$ cat config.mk
export PLATFORM = sky130hd
export DESIGN_NAME = fas_sequencer
export DESIGN_NICKNAME = d
export VERILOG_FILES = /design/src/logic/fas_pkg.sv /design/src/logic/fas_sequencer.sv
export VERILOG_INCLUDE_DIRS = /design/src /design/src/logic
export SDC_FILE = /design/constraint.sdc
export NUM_CORES = 1
export LEC_CHECK = 0
export ABC_AREA = 1
export BUFFER_PORTS_ARGS = -buffer_cell sky130_fd_sc_hd__buf_2
export CORE_AREA = 2 2 150 152
export DETAILED_ROUTE_END_ITERATION = 8
export DIE_AREA = 0 0 152 154
export PLACE_DENSITY = 0.71
export SYNTH_ARGS = -nofsm -noshare
export SYNTH_HDL_FRONTEND = slang
export SYNTH_SLANG_ARGS = --single-unit
$ cat constraint.sdc
create_clock -name clk_in -period 2.1 [get_ports clk_in]
set_clock_uncertainty 0.05 [all_clocks]
set_input_delay 0.42 -clock clk_in [delete_from_list [all_inputs] [get_ports clk_in]]
set_output_delay 0.42 -clock clk_in [all_outputs]
set_load 0.01 [all_outputs]
$ cat src/logic/fas_map.svh
// Offsets, sizes, codes and timing counts of the flash access sequencer.
`ifndef FAS_MAP_SVH
`define FAS_MAP_SVH
`define FAS_CMD_BASE        32'h007e_0000
`define FAS_CODE_USER_BYTES 23'h40_0000
`define FAS_BOOT_BYTES      23'h00_8000
`define FAS_DATA_BYTES      23'h01_0000
`define FAS_CODE_BLK_BYTES  23'h00_2000
`define FAS_TM_LO           22'h01_0000
`define FAS_TM_HI           22'h01_4000
`define FAS_CODE_PROG_BYTES 23'h00_0100
`define FAS_DATA_PROG_BYTES 23'h00_0004
`define FAS_DATA_ERASE_BYTES 23'h00_0040
`define FAS_CODE_PROG_WORDS 8'h40
`define FAS_DATA_PROG_WORDS 8'h01
`define FAS_OP_PROG         8'he8
`define FAS_OP_ERASE        8'h20
`define FAS_DATA_RD_TICKS   4'h8
`define FAS_FLASH_CLOCK_DIV        4'h2
`define FAS_PE_TICKS        8'h10
`define FAS_BGO_BANK_BIT    21
`define FAS_ERASED_CODE     8'hff
`endif

$ cat src/logic/fas_pkg.sv
// Types shared by the flash access sequencer.
package fas_pkg;
   typedef enum logic [1:0] {
      FAS_ARR_NONE,
      FAS_ARR_WRITE,
      FAS_ARR_ERASE,
      FAS_ARR_COMMIT
   } fas_arr_op_t;
   typedef struct packed {
      logic [7:0]  opcode;
      logic        boot_area;
      logic        data_array;
      logic [21:0] offset;
   } fas_cmd_t;
   typedef struct packed {
      fas_arr_op_t op;
      logic        data_array;
      logic        boot_area;
      logic [21:0] addr;
      logic [22:0] len;
      logic [31:0] wdata;
      logic [7:0]  fill;
   } fas_arr_req_t;
   typedef enum {
      FAS_IDLE,
      FAS_LOAD,
      FAS_RUN
   } fas_state_t;
endpackage

$ cat src/logic/fas_sequencer.sv
// Flash array access sequencer: reads, command window and program/erase.
//
// Behaviour
// Code-array read data is returned one core-clock cycle after the request.
// Data-array byte or word reads finish after eight flash-clock ticks.
// Code erase fills with all ones; erased data-array contents are undefined.
// Program and erase commands are writes decoded at the command window.
// Code program is 256 bytes; user erase one block, boot 32 KB.
// Data array programs in 4-byte units and erases in 64-byte units.
// Code user area 4 MB, user-boot 32 KB, data area 64 KB.
// With trusted region active, unauthorised reads of blocks 8 and 9 block.
// Code reads continue while a data-array operation runs in background.
// Code reads during code programming only from the other bank.
// Interrupt requests are accepted while self-programming is running.
// The off-board programmer path may not program the data array.
// The other party enters program/erase mode per array before commands.
// Separate sticky violation flags for code and data array accesses.
// Command errors set a lock flag, with an enabled interrupt output.
// Window writes without matching entry are ignored and flagged.
`timescale 1ns/1ps
`default_nettype none
`include "fas_map.svh"

module fas_sequencer
   import fas_pkg::*;
#(
   parameter logic [3:0] FLASH_CLOCK_DIV = `FAS_FLASH_CLOCK_DIV,
   parameter logic [7:0] PE_TICKS = `FAS_PE_TICKS
) (
   input  wire logic         clk_in,
   input  wire logic         reset_in,
   input  wire logic         code_rd_req_in,
   input  wire logic [21:0]  code_rd_addr_in,
   input  wire logic [31:0]  code_array_rdata_in,
   output logic      [21:0]  code_array_addr_out,
   output logic              code_rd_valid_out,
   output logic      [31:0]  code_rd_data_out,
   input  wire logic         data_rd_req_in,
   input  wire logic         data_rd_byte_in,
   input  wire logic [15:0]  data_rd_addr_in,
   input  wire logic [31:0]  data_array_rdata_in,
   output logic      [15:0]  data_array_addr_out,
   output logic              data_rd_busy_out,
   output logic              data_rd_valid_out,
   output logic      [31:0]  data_rd_data_out,
   input  wire logic         cmd_wr_in,
   input  wire logic [31:0]  cmd_addr_in,
   input  wire logic [31:0]  cmd_data_in,
   input  wire logic         code_array_pe_entry_in,
   input  wire logic         data_array_pe_entry_in,
   input  wire logic         serial_programmer_in,
   input  wire logic         trusted_region_active_in,
   input  wire logic         trusted_region_auth_in,
   output fas_arr_req_t      arr_req_out,
   output logic              pe_busy_out,
   output logic              background_operation_out,
   output logic              code_array_violation_flag_out,
   output logic              data_array_violation_flag_out,
   output logic              command_lock_flag_out,
   input  wire logic         code_viol_clear_in,
   input  wire logic         data_viol_clear_in,
   input  wire logic         cmd_lock_clear_in,
   input  wire logic         command_lock_irq_enable_in,
   output logic              command_lock_irq_out,
   input  wire logic         irq_req_in,
   output logic              irq_accept_out
);

   ////////////////////////////////////////////////////////////////////////
   // Helper functions.

   function automatic logic fas_aligned(input logic [21:0] off,
                                        input logic [22:0] unit);
      logic [22:0] mask;
      mask = unit - 23'h1;
      fas_aligned = (({1'b0, off} & mask) == 23'h0);
   endfunction

   function automatic logic fas_in_tm(input logic [21:0] addr);
      fas_in_tm = (addr >= `FAS_TM_LO) && (addr < `FAS_TM_HI);
   endfunction

   ////////////////////////////////////////////////////////////////////////
   // Flash clock enable divider.

   logic [3:0] div_cnt;
   wire        flash_tick = (div_cnt == FLASH_CLOCK_DIV - 4'h1);

   always_ff @(posedge clk_in) begin
      if (reset_in || flash_tick) begin
         div_cnt <= 4'h0;
      end else begin
         div_cnt <= div_cnt + 4'h1;
      end
   end

   ////////////////////////////////////////////////////////////////////////
   // Command window decode.

   fas_state_t  state;
   fas_state_t  next_state;
   fas_cmd_t    op_cmd;
   logic [7:0]  words_left;
   logic [7:0]  pe_cnt;
   logic [21:0] wr_offset;
   logic        code_flag;
   logic        data_flag;
   logic        lock_flag;

   wire fas_cmd_t cmd = fas_cmd_t'(cmd_data_in);
   wire win_hit   = cmd_wr_in && (cmd_addr_in == `FAS_CMD_BASE);
   wire is_prog   = (cmd.opcode == `FAS_OP_PROG);
   wire is_erase  = (cmd.opcode == `FAS_OP_ERASE);
   wire entry_ok  = cmd.data_array ? data_array_pe_entry_in
                                   : code_array_pe_entry_in;
   wire serial_no = cmd.data_array && serial_programmer_in;
   wire data_rng  = ({1'b0, cmd.offset} < `FAS_DATA_BYTES);
   wire boot_rng  = ({1'b0, cmd.offset} < `FAS_BOOT_BYTES);
   wire code_rng  = cmd.boot_area ? boot_rng
                  : ({1'b0, cmd.offset} < `FAS_CODE_USER_BYTES);
   wire range_ok  = cmd.data_array ? data_rng : code_rng;
   wire [22:0] prog_unit = cmd.data_array ? `FAS_DATA_PROG_BYTES
                                          : `FAS_CODE_PROG_BYTES;
   wire [22:0] erase_unit = cmd.data_array ? `FAS_DATA_ERASE_BYTES
                          : cmd.boot_area ? `FAS_BOOT_BYTES
                          : `FAS_CODE_BLK_BYTES;
   wire align_ok  = is_prog ? fas_aligned(cmd.offset, prog_unit)
                            : fas_aligned(cmd.offset, erase_unit);
   wire idle      = (state == FAS_IDLE);
   wire cmd_valid = (is_prog || is_erase) && range_ok && align_ok;
   wire start_ok  = idle && win_hit && !lock_flag && entry_ok
                    && !serial_no && cmd_valid;
   wire reject    = idle && win_hit && !start_ok;
   wire lock_set  = win_hit && ((state == FAS_RUN)
                    || (idle && entry_ok && !lock_flag && !cmd_valid));
   wire load_hit  = (state == FAS_LOAD) && win_hit;
   wire last_word = load_hit && (words_left == 8'h1);
   wire pe_done   = (state == FAS_RUN) && flash_tick
                    && (pe_cnt == PE_TICKS - 8'h1);

   ////////////////////////////////////////////////////////////////////////
   // Program/erase sequencer.

   always_comb begin
      next_state = state;
      case (state)
         FAS_IDLE: begin
            if (start_ok) begin
               next_state = is_prog ? FAS_LOAD : FAS_RUN;
            end
         end
         FAS_LOAD: begin
            if (last_word) begin
               next_state = FAS_RUN;
            end
         end
         FAS_RUN: begin
            if (pe_done) begin
               next_state = FAS_IDLE;
            end
         end
         default: next_state = FAS_IDLE;
      endcase
   end

   always_ff @(posedge clk_in) begin
      if (reset_in) begin
         state <= FAS_IDLE;
      end else begin
         state <= next_state;
      end
   end

   always_ff @(posedge clk_in) begin
      if (reset_in) begin
         op_cmd     <= '0;
         wr_offset  <= 22'h0;
         words_left <= 8'h0;
      end else if (start_ok) begin
         op_cmd     <= cmd;
         wr_offset  <= cmd.offset;
         words_left <= cmd.data_array ? `FAS_DATA_PROG_WORDS
                                      : `FAS_CODE_PROG_WORDS;
      end else if (load_hit) begin
         wr_offset  <= wr_offset + 22'h4;
         words_left <= words_left - 8'h1;
      end
   end

   always_ff @(posedge clk_in) begin
      if (reset_in || state != FAS_RUN) begin
         pe_cnt <= 8'h0;
      end else if (flash_tick) begin
         pe_cnt <= pe_cnt + 8'h1;
      end
   end

   ////////////////////////////////////////////////////////////////////////
   // Array request.

   fas_arr_req_t next_arr;

   always_comb begin
      next_arr = '0;
      if (start_ok && is_erase) begin
         next_arr.op         = FAS_ARR_ERASE;
         next_arr.data_array = cmd.data_array;
         next_arr.boot_area  = cmd.boot_area;
         next_arr.addr       = cmd.offset;
         next_arr.len        = erase_unit;
         next_arr.fill       = cmd.data_array ? 8'h00
                                              : `FAS_ERASED_CODE;
      end else if (load_hit) begin
         next_arr.op         = last_word ? FAS_ARR_COMMIT : FAS_ARR_WRITE;
         next_arr.data_array = op_cmd.data_array;
         next_arr.boot_area  = op_cmd.boot_area;
         next_arr.addr       = wr_offset;
         next_arr.len        = op_cmd.data_array ? `FAS_DATA_PROG_BYTES
                                                 : `FAS_CODE_PROG_BYTES;
         next_arr.wdata      = cmd_data_in;
      end
   end

   always_ff @(posedge clk_in) begin
      if (reset_in) begin
         arr_req_out <= '0;
      end else begin
         arr_req_out <= next_arr;
      end
   end

   assign pe_busy_out = !idle;
   assign background_operation_out = !idle && op_cmd.data_array;

   ////////////////////////////////////////////////////////////////////////
   // Code-array read path.

   wire tm_block  = trusted_region_active_in && !trusted_region_auth_in
                    && fas_in_tm(code_rd_addr_in);
   wire bgo_clash = !idle && !op_cmd.data_array && !op_cmd.boot_area
                    && (code_rd_addr_in[`FAS_BGO_BANK_BIT]
                        == op_cmd.offset[`FAS_BGO_BANK_BIT]);
   wire code_bad  = code_rd_req_in && (tm_block || bgo_clash);

   assign code_array_addr_out = code_rd_addr_in;

   always_ff @(posedge clk_in) begin
      if (reset_in) begin
         code_rd_valid_out <= 1'b0;
         code_rd_data_out  <= 32'h0;
      end else begin
         code_rd_valid_out <= code_rd_req_in;
         if (code_rd_req_in) begin
            code_rd_data_out <= code_bad ? 32'h0 : code_array_rdata_in;
         end
      end
   end

   ////////////////////////////////////////////////////////////////////////
   // Data-array read path.

   logic [3:0]  rd_ticks;
   logic [15:0] rd_addr;
   logic        rd_byte;
   logic        rd_bad;
   wire         rd_start = data_rd_req_in && !data_rd_busy_out;
   wire         rd_last  = data_rd_busy_out && flash_tick
                           && (rd_ticks == `FAS_DATA_RD_TICKS - 4'h1);
   wire         data_busy_pe = !idle && op_cmd.data_array;
   wire [4:0]   rd_shift = {rd_addr[1:0], 3'h0};
   wire [31:0]  rd_word  = data_array_rdata_in >> rd_shift;
   wire [31:0]  rd_value = rd_byte ? {24'h0, rd_word[7:0]}
                                   : data_array_rdata_in;

   assign data_array_addr_out = {rd_addr[15:2], 2'h0};

   always_ff @(posedge clk_in) begin
      if (reset_in) begin
         data_rd_busy_out <= 1'b0;
         rd_ticks         <= 4'h0;
         rd_addr          <= 16'h0;
         rd_byte          <= 1'b0;
         rd_bad           <= 1'b0;
      end else if (rd_start) begin
         data_rd_busy_out <= 1'b1;
         rd_ticks         <= 4'h0;
         rd_addr          <= data_rd_addr_in;
         rd_byte          <= data_rd_byte_in;
         rd_bad           <= data_busy_pe;
      end else if (rd_last) begin
         data_rd_busy_out <= 1'b0;
      end else if (data_rd_busy_out && flash_tick) begin
         rd_ticks <= rd_ticks + 4'h1;
      end
   end

   always_ff @(posedge clk_in) begin
      if (reset_in) begin
         data_rd_valid_out <= 1'b0;
         data_rd_data_out  <= 32'h0;
      end else begin
         data_rd_valid_out <= rd_last;
         if (rd_last) begin
            data_rd_data_out <= rd_bad ? 32'h0 : rd_value;
         end
      end
   end

   ////////////////////////////////////////////////////////////////////////
   // Sticky flags, set wins over clear.

   wire code_set = code_bad || (reject && !cmd.data_array);
   wire data_set = (rd_start && data_busy_pe)
                   || (reject && cmd.data_array);

   always_ff @(posedge clk_in) begin
      if (reset_in) begin
         code_flag <= 1'b0;
         data_flag <= 1'b0;
         lock_flag <= 1'b0;
      end else begin
         code_flag <= code_set || (code_flag && !code_viol_clear_in);
         data_flag <= data_set || (data_flag && !data_viol_clear_in);
         lock_flag <= lock_set || (lock_flag && !cmd_lock_clear_in);
      end
   end

   assign code_array_violation_flag_out = code_flag;
   assign data_array_violation_flag_out = data_flag;
   assign command_lock_flag_out         = lock_flag;
   assign command_lock_irq_out = lock_flag && command_lock_irq_enable_in;

   ////////////////////////////////////////////////////////////////////////
   // Interrupt acceptance is never gated by a running sequence.

   always_ff @(posedge clk_in) begin
      if (reset_in) begin
         irq_accept_out <= 1'b0;
      end else begin
         irq_accept_out <= irq_req_in;
      end
   end

endmodule

`default_nettype wire

==> results of run 1 <==
==> power groups by stage <==
stage          logic (mW)  registers (mW)  clock network (mW)
3_5_place_dp        0.726            4.07                   0
6_report            0.731            3.98                3.73
2_1_floorplan       0.421            4.08                   0
4_1_cts             0.730            3.98                3.83
3_3_place_gp        0.717            4.06                   0
5_1_grt             0.812            3.99                3.98
==> worst register-to-register path: cells and delay by family, from the launching register on <==
kind | cells | cell delay [ns]
adders and majority gates | 1 | 0.16
and+or+nand+nor | 5 | 0.34
DFF | 1 | 0.35
buffers and inverters | 3 | 0.66
AOI/OAI and AO/OA | 1 | 0.21
==> synth_stat cells (all sizes together) <==
cell type  count  area [µm²]
nand2        291        1102
dfxtp        204        4084
nor2         174       755.7
inv          116       437.9
buf           84       629.4
a21oi         81       405.4
nand3         77       400.4
o21ai         43       226.5
clkbuf        30       112.6
nor3          19       121.4
xor2          16       140.1
nand4         13       81.33
o22ai         12       150.1
a32o           8       80.08
ha             7       87.58
o211ai         7       52.55
a31oi          5       31.28
xnor2          5       43.79
nor4           4       25.02
o22a           4       35.03
or2            4       25.03
o32ai          3       26.28
a22oi          2       15.01
nand3b         2       15.01
o21a           2       15.01
a21boi         1       7.510
and2           1       6.260
clkinv         1       3.750
conb           1       3.750
nor3b          1       7.510
o21bai         1       7.510
==> stage by stage <==
stage                     cells  hold slack (ns)   TNS, ns  total power, mW
after global routing       1825          0.08908         0            8.786
after CTS                  1824          0.05645         0            8.541
after floorplan            1238           0.3425         0            4.499
final                      1825          0.07805         0            8.445
after global placement     1787           0.3873  -0.01476            4.782
after detailed placement   1787           0.3861   -0.9887            4.791
==> metal layers <==
metal,up-vias,wire [µm],part of all wire (%)
met1,4057,10930,41
met3,74,1960,7.3
met2,362,13010,48
met5,-,0,0
met4,0,991,3.7
li1,4433,-,-
==> state kept, by name (all words and copies together), names as in the netlist, 2 cells and up <==
signal and flops:
code_rd_data_out 32, pe_cnt 8, rd_ticks 4, arr_req_out 64, words_left 8, div_cnt 4, data_rd_data_out 32, state 2
op_cmd 3, rd_addr 16, wr_offset 22
==> repair_timing <==
action / in CTS / in global routing
resized for setup: 3 / 2
pin swaps: 0 / 1
endpoints found under the setup margin: 1 / 2
buffers inserted: 0 / 1
endpoints found under the hold margin: 0 / 0
==> cells by family (layout without fill, tap and decap cells) <==
group,after synthesis,after routing,share of synthesized area (%)
and+or+nand+nor,586,586,27.80
buffers and inverters,231,538,12.96
DFF,204,204,44.71
AOI/OAI and AO/OA,169,169,11.52
xor gates and xnor gates,21,21,2.013
adders and majority gates,7,7,0.9587
other,1,20,0.04105
==> final timing paths <==
check / cells after the start / to / startpoint
setup / recovery: 5 / background_operation_out / state[0]$_SDFFE_PP0P_
hold / removal: 3 / irq_accept_out$_SDFF_PP0_ / irq_req_in
setup reg to reg: 10 / data_rd_data_out[7]$_SDFFE_PP0P_ / div_cnt[1]$_SDFF_PP0_
hold reg to reg: 1 / arr_req_out[48]$_SDFF_PP0_ / op_cmd[22]$_SDFFE_PP0P_
==> layout make-up <==
cell class | instances | area [µm²]
clock buffer | 29 | 628.1
clock inverter | 8 | 65.06
fill | 2063 | 10020
inverter | 117 | 441.7
multi-input combinational | 803 | 3949
sequential | 204 | 4085
tap | 280 | 350.3
timing repair buffer | 384 | 2147
==> results.py, run 1 <==
metrics = {
    "layout": {
        "final_cell_mix": "buf_2, nand2_1, dfxtp_1",
        "final_area_mm2": 0.01167,
        "utilization_pct": 53.79,
        "mostFrequentLayoutCell": "buf_2",
        "n_antenna_cell": 0,
        "syn_to_final_growth_pct": 27.71,
        "nets": 1721,
        "drive_gt1_share_pct": 31.39,
    },
    "power_and_ir_drop": {
        "swShare_pct": 23.60,
        "p_switching_mw": 1.993,
        "p_per_area_mw_per_mm2": 723.9,
        "power.share.clock_pct": 44.2,
        "p_seq_share_pct": 47.2,
        "p_leak_nw": 5.827,
        "max-vdd-ir-drop_mv": 0.5282,
        "p_int_mw": 6.452,
        "comb_power_share_pct": 8.7,
    },
    "worst_setup_path": {
        "cp.arrival_ns": 1.50,
        "path_cells": "inv_1 > nand2_2 > inv_2 > nor2_4 > buf_2",
        "crit_slowest_cell": "dfxtp_1",
        "critical_path_buf_inv_count": 3,
        "rrSetupSlack_ns": 0.21,
        "crit_family": "flip-flops",
        "critPathCaptureType": "output port",
        "start_kind": "flop",
        "path_class": "reg -> out",
        "critPathMaxStageDelay_ns": 0.35,
        "cp_max_fo": 5,
        "required_ns": 1.63,
    },
    "place": {
        "placed_area_mm2": 0.01095,
        "hpwl_um": 20300,
        "io_buffers": 334,
        "dp_worst_setup_slack_ns": -0.1320,
        "gp_congestion": 0.8792,
    },
    "routing": {
        "routed_wl_um": 26890,
        "drc_errors": 0,
        "viasPerCell": 4.891,
        "dr.pass1.iters": 6,
        "wl_per_cell_um": 14.74,
        "drtIter0Drc": 468,
        "via_count": 8926,
        "drtAntennaViolNets": 0,
    },
    "clock_network": {
        "cts_made_buffers": 22,
        "clk_latency_ns": 0.50,
        "h-tree-depth": 1,
        "cts_root_buf": "clkbuf_16",
        "path_clk_slew_ns": 0.06,
        "cts_tree": "built",
        "cts.sinks": 204,
        "clockBufferDepth": 3,
        "hold_buffers": 0,
    },
    "grt": {
        "antenna_found_initial": 0,
        "use_met1_pct": 26.45,
        "grt_max_degree": 35,
        "track_usage_pct": 21.96,
        "busiest_layer": "met2",
        "grt_use_met3_pct": 5.045,
        "met2_usage_pct": 38.12,
        "grt_pass1_vias": 8524,
        "grt_overflow": 0,
        "grt_pass1_wl_um": 42910,
    },
    "synthesis": {
        "yosys_warnings": 0,
        "avgSynthCellArea_um2": 7.494,
        "ys_seq_area_share_pct": 44.71,
        "synth_area_mm2": 0.009135,
        "postSynthCellCount": 1219,
        "synth_seq_cells": 204,
        "synth.distinct_cells": 47,
    },
    "worst_hold_path": {
        "min_path_type": "in -> reg",
    },
    "timing": {
        "finalHoldViolations": 0,
        "layout_setup_ws_ns": 0.1305,
        "maxSlewViolCount": 0,
        "period_needed_ns": 1.970,
        "rsz0062_at_grt": "no",
        "tightestPinTransition_ns": 0.5987,
        "finalCritPeriodShare_pct": 93.79,
        "setup_viol": 0,
        "fmax_ghz": 0.5077,
        "slew_headroom_pct": 60.03,
    },
    "die": {
        "num_rows": 54,
        "ios": 383,
        "die_w_um": 152,
        "initial_core_util_pct": 42.12,
        "die_h_um": 154,
        "core-area_mm2": 0.02169,
        "dieArea_mm2": 0.02341,
    },
    "flow_run": {
        "cap_viol_max_count": 0,
    },
    "status": {
        "status": "finished, final reports clean",
    },
}
(Power assumes the default switching activity.)
==> inputs of run 2 (changes only) <==
--- a/config.mk
+++ b/config.mk
@@ -8,10 +8,10 @@
 export LEC_CHECK = 0
 export ABC_AREA = 1
 export BUFFER_PORTS_ARGS = -buffer_cell sky130_fd_sc_hd__buf_2
-export CORE_AREA = 2 2 150 152
+export CORE_AREA = 2 2 110 219
 export DETAILED_ROUTE_END_ITERATION = 8
-export DIE_AREA = 0 0 152 154
-export PLACE_DENSITY = 0.71
+export DIE_AREA = 0 0 112 221
+export PLACE_DENSITY = 0.68
 export SYNTH_ARGS = -nofsm -noshare
 export SYNTH_HDL_FRONTEND = slang
 export SYNTH_SLANG_ARGS = --single-unit
==> results.py, run 2 (synthesis results as in run 1) <==
metrics = {
    "place": {
        "io_buffers": 334,
        "hpwl_um": 22810,
        "gp_congestion": 0.8901,
        "dp.cells": 1794,
        "placed_area_mm2": 0.01101,
        "dp_worst_setup_slack_ns": -0.1676,
    },
    "layout": {
        "final_area_mm2": 0.01168,
        "largest_register": "arr_req_out",
        "top_regs": "arr_req_out x64, code_rd_data_out x32, data_rd_data_out x32",
        "final_cell_mix": "buf_2, nand2_1, dfxtp_1",
        "largest_reg_flops": 64,
        "regArea_mm2": 0.004084,
        "nets": 1721,
        "multi_input_area_mm2": 0.003951,
        "drive_gt1_share_pct": 31.37,
        "num-fill-cells": 2299,
        "final_cells": 1831,
        "mostFrequentLayoutCell": "buf_2",
        "syn_to_final_growth_pct": 27.89,
        "utilization_pct": 50.51,
    },
    "clock_network": {
        "clk_latency_ns": 0.51,
        "clockBufferDepth": 3,
        "cts.sinks": 204,
        "path_clk_slew_ns": 0.07,
        "cts_made_buffers": 19,
        "cts_tree": "built",
        "hold_buffers": 0,
        "h-tree-depth": 1,
        "post_cts_buffers": 0,
        "cts_root_buf": "clkbuf_16",
    },
    "timing": {
        "finalCritPeriodShare_pct": 97.48,
        "tns_ns": 0,
        "finalHoldViolations": 0,
        "period_needed_ns": 2.047,
        "maxSlewViolCount": 0,
        "rsz0062_at_grt": "no",
        "layout_setup_ws_ns": 0.05298,
        "slew_headroom_pct": 54.88,
        "holdWs_ns": 0.06366,
        "setup_viol": 0,
        "fmax_ghz": 0.4885,
        "tightestPinTransition_ns": 0.6761,
    },
    "grt": {
        "grt_pass1_vias": 9047,
        "grt_pass1_wl_um": 44980,
        "track_usage_pct": 22.66,
        "grt_overflow": 0,
        "antenna_found_initial": 7,
        "grt_max_degree": 34,
    },
    "worst_setup_path": {
        "r2r_cells": 10,
        "required_ns": 1.63,
        "path_class": "reg -> out",
        "cp_max_fo": 4,
        "critPathCaptureType": "output port",
        "critPathLaunch": "state[1]$_SDFFE_PP0P_",
        "cp-endpoint": "background_operation_out",
        "cp.arrival_ns": 1.58,
        "rrSetupSlack_ns": 0.12,
        "start_kind": "flop",
        "rr_endpoint": "wr_offset[20]$_SDFFE_PP0P_",
        "reg2reg_from": "wr_offset[2]$_SDFFE_PP0P_",
    },
    "worst_hold_path": {
        "min_path_type": "in -> reg",
    },
    "routing": {
        "routed_wl_um": 28880,
        "via_count": 8931,
        "drtIter0Drc": 468,
        "dr.pass1.iters": 5,
        "drc_errors": 0,
        "drtAntennaViolNets": 0,
        "viasPerCell": 4.878,
        "wl_per_cell_um": 15.77,
    },
    "die": {
        "ios": 383,
        "die_h_um": 221,
        "dieArea_mm2": 0.02475,
        "initial_core_util_pct": 39.49,
        "core-area_mm2": 0.02313,
        "num_rows": 79,
        "die_w_um": 112,
    },
    "power_and_ir_drop": {
        "p_per_area_mw_per_mm2": 720.0,
        "p_leak_nw": 5.808,
        "p_total_mw": 8.411,
        "max-vdd-ir-drop_mv": 0.7078,
    },
    "status": {
        "status": "finished, final reports clean",
    },
    "flow_run": {
        "cap_viol_max_count": 0,
    },
}
run 2: cell count changes in the layout (fill, tap and decap cells not counted), sizes merged:
cell	change
buf	+3
clkinv	-6
bufinv	+3
clkbuf	-6
inv	+2
diode	+5
clkinvlp	+2
run 2: worst min-delay path by stage:
stage	depth (start not counted)	slack, ns	from	to
6_report	3	0.06	irq_req_in	irq_accept_out$_SDFF_PP0_
5_1_grt	3	0.07	irq_req_in	irq_accept_out$_SDFF_PP0_
4_1_cts	3	0.04	irq_req_in	irq_accept_out$_SDFF_PP0_
3_3_place_gp	1	0.38	op_cmd[22]$_SDFFE_PP0P_	arr_req_out[48]$_SDFF_PP0_
3_5_place_dp	1	0.39	op_cmd[22]$_SDFFE_PP0P_	arr_req_out[48]$_SDFF_PP0_
2_1_floorplan	1	0.34	op_cmd[22]$_SDFFE_PP0P_	arr_req_out[48]$_SDFF_PP0_
run 2: metal layers:
layer  GRT usage (%)  part of all wire, %  vias up
met1           21.30                   33     4010
met2           44.07                   55      399
met5               0                0.042        -
met4           12.98                  5.2        2
met3           4.629                  7.1       88
li1                -                    -     4432
run 2: power breakdown:
group	total, mW	internal, mW	leakage, nW	switching [mW]
Sequential	3.99	3.94	1.65	0.0477
Clock	3.70	2.16	0.308	1.53
Combinational	0.726	0.293	3.85	0.433
run 2: area by class of cell:
type                            instances  share of cell area [%]
Sequential cell                       204                   34.96
Multi-Input combinational cell        803                   33.82
Timing Repair Buffer                  387                   18.79
Clock buffer                           23                   4.198
Inverter                              117                   3.781
Tap cell                              283                   3.031
Clock inverter                          9                   1.317
Antenna cell                            5                  0.1071
run 2: worst max-delay path: stages, from the launching register on:
cell and delay (ns):
dfxtp_1 0.36, inv_1 0.09, nand2_2 0.18, inv_1 0.10, nor2_2 0.17, buf_2 0.16
run 2: what timing repair did:
action,in CTS,in global routing
endpoints found under the setup margin,1,4
gates resized for setup,1,4
pin swaps,0,0
==> inputs of run 3 (changes only) <==
==> constraint.sdc (replaced) <==
create_clock -name clk_in -period 2.12 [get_ports clk_in]
set_clock_uncertainty 0.05 [all_clocks]
set_input_delay 0.424 -clock clk_in [delete_from_list [all_inputs] [get_ports clk_in]]
set_output_delay 0.424 -clock clk_in [all_outputs]
set_load 0.01 [all_outputs]
==> results.py, run 3 (synthesis results as in run 1) <==
metrics = {
    "routing": {
        "drtAntennaViolNets": 0,
        "wl_per_cell_um": 15.79,
        "drtIter0Drc": 467,
        "via_count": 9018,
        "dr.pass1.iters": 7,
        "routed_wl_um": 28900,
        "viasPerCell": 4.928,
        "drc_errors": 0,
    },
    "clock_network": {
        "clockBufferDepth": 3,
        "cts.sinks": 204,
        "cts_tree": "built",
        "post_cts_buffers": 0,
        "cts_root_buf": "clkbuf_16",
        "clk_latency_ns": 0.50,
        "hold_buffers": 0,
        "h-tree-depth": 1,
        "cts_made_buffers": 20,
        "path_clk_slew_ns": 0.07,
    },
    "die": {
        "initial_core_util_pct": 39.49,
        "ios": 383,
        "die_w_um": 112,
        "die_h_um": 221,
        "core-area_mm2": 0.02313,
        "dieArea_mm2": 0.02475,
        "num_rows": 79,
    },
    "timing": {
        "finalHoldViolations": 0,
        "fmax_ghz": 0.5015,
        "period_needed_ns": 1.994,
        "tightestPinTransition_ns": 0.6771,
        "rsz0062_at_grt": "no",
        "slew_headroom_pct": 54.81,
        "maxSlewViolCount": 0,
        "finalCritPeriodShare_pct": 94.06,
        "setup_viol": 0,
    },
    "worst_setup_path": {
        "path_class": "reg -> out",
        "path_common_cell": "inv_1",
        "cp.arrival_ns": 1.52,
        "crit_slowest_cell": "dfxtp_1",
        "path_cells": "inv_1 > nand2_2 > inv_1 > nor2_2 > buf_2",
        "critPathCaptureType": "output port",
        "critPathLaunch": "state[0]$_SDFFE_PP0P_",
        "cp_max_fo": 4,
        "critPathMaxStageDelay_ns": 0.36,
        "required_ns": 1.65,
        "reg2reg_from": "wr_offset[2]$_SDFFE_PP0P_",
        "start_kind": "flop",
    },
    "place": {
        "io_buffers": 334,
        "gp_congestion": 0.8936,
        "placed_area_mm2": 0.01102,
        "hpwl_um": 22750,
        "dp.cells": 1793,
    },
    "layout": {
        "num-fill-cells": 2330,
        "largest_register": "arr_req_out",
        "final_cell_mix": "buf_2, nand2_1, dfxtp_1",
        "utilization_pct": 50.45,
        "syn_to_final_growth_pct": 27.74,
        "final_area_mm2": 0.01167,
        "mostFrequentLayoutCell": "buf_2",
        "nets": 1721,
        "final_cells": 1830,
        "largest_reg_flops": 64,
        "top_regs": "arr_req_out x64, code_rd_data_out x32, data_rd_data_out x32",
        "drive_gt1_share_pct": 31.17,
    },
    "grt": {
        "use_met1_pct": 21.14,
        "grt_pass1_wl_um": 44650,
        "busiest_layer": "met2",
        "grt_max_degree": 34,
        "track_usage_pct": 22.31,
        "antenna_found_initial": 5,
        "grt_overflow": 0,
        "met2_usage_pct": 44.36,
        "grt_use_met3_pct": 4.300,
        "grt_pass1_vias": 8964,
    },
    "worst_hold_path": {
        "worstHoldStart": "irq_req_in",
        "min_path_type": "in -> reg",
    },
    "power_and_ir_drop": {
        "p_total_mw": 8.164,
        "max-vdd-ir-drop_mv": 0.7539,
        "p_per_area_mw_per_mm2": 699.7,
        "p_leak_nw": 5.803,
    },
    "status": {
        "status": "finished, final reports clean",
    },
    "flow_run": {
        "cap_viol_max_count": 0,
    },
}
==> run 3: area by class of cell <==
| cell class | instances | area (µm²) | share of cell area (%) |
|---|---|---|---|
| inverter | 117 | 441.7 | 3.785 |
| sequential | 204 | 4084 | 35.00 |
| tap | 283 | 354.1 | 3.035 |
| timing repair buffer | 386 | 2200 | 18.85 |
| clock inverter | 4 | 48.80 | 0.4182 |
| antenna | 4 | 10.01 | 0.08578 |
| clock buffer | 29 | 575.6 | 4.932 |
| multi-input combinational | 803 | 3955 | 33.89 |
==> run 3: worst max-delay path: cells and delay by family, from the launching register on <==
| kind | cells | cell delay [ns] |
|---|---|---|
| buffers and inverters | 3 | 0.33 |
| AND/OR/NAND/NOR | 2 | 0.33 |
| flip-flops | 1 | 0.36 |
==> run 3: path summary, 6_finish.rpt <==
path | end | slack, ns | depth (start not counted)
worst min-delay path | irq_accept_out$_SDFF_PP0_ | 0.07 | 3
worst min register to register | arr_req_out[48]$_SDFF_PP0_ | 0.37 | 1
worst max-delay path | background_operation_out | 0.13 | 5
worst max register to register | wr_offset[20]$_SDFFE_PP0P_ | 0.15 | 10
==> run 3: stage by stage <==
stage                     setup WS, ns  hold WS (ns)  setup TNS (ns)
final                           0.1259       0.06931               0
after global routing           0.02367       0.08282               0
after CTS                      0.04464       0.04990               0
after detailed placement      -0.08954        0.3671          -3.957
after global placement        -0.06831        0.3714          -2.031
after floorplan                 0.3166        0.3425               0
==> run 3: where the power goes <==
group / switching (mW) / total [mW] / internal [mW]
clock: 1.49 / 3.49 / 2.00
sequential: 0.0472 / 3.95 / 3.90
combinational: 0.433 / 0.724 / 0.292
==> run 3: what timing repair did <==
action	in CTS	in global routing
setup endpoints to repair	1	10
resized for setup	1	4
pin swaps	0	0
==> run 3: routing by layer <==
metal / part of all wire, % / up-vias / routed length, µm
li1: - / 4434 / -
met1: 33 / 4112 / 9625
met2: 55 / 396 / 15970
met3: 7.0 / 76 / 2014
met4: 4.5 / 0 / 1289
met5: 0 / - / 0
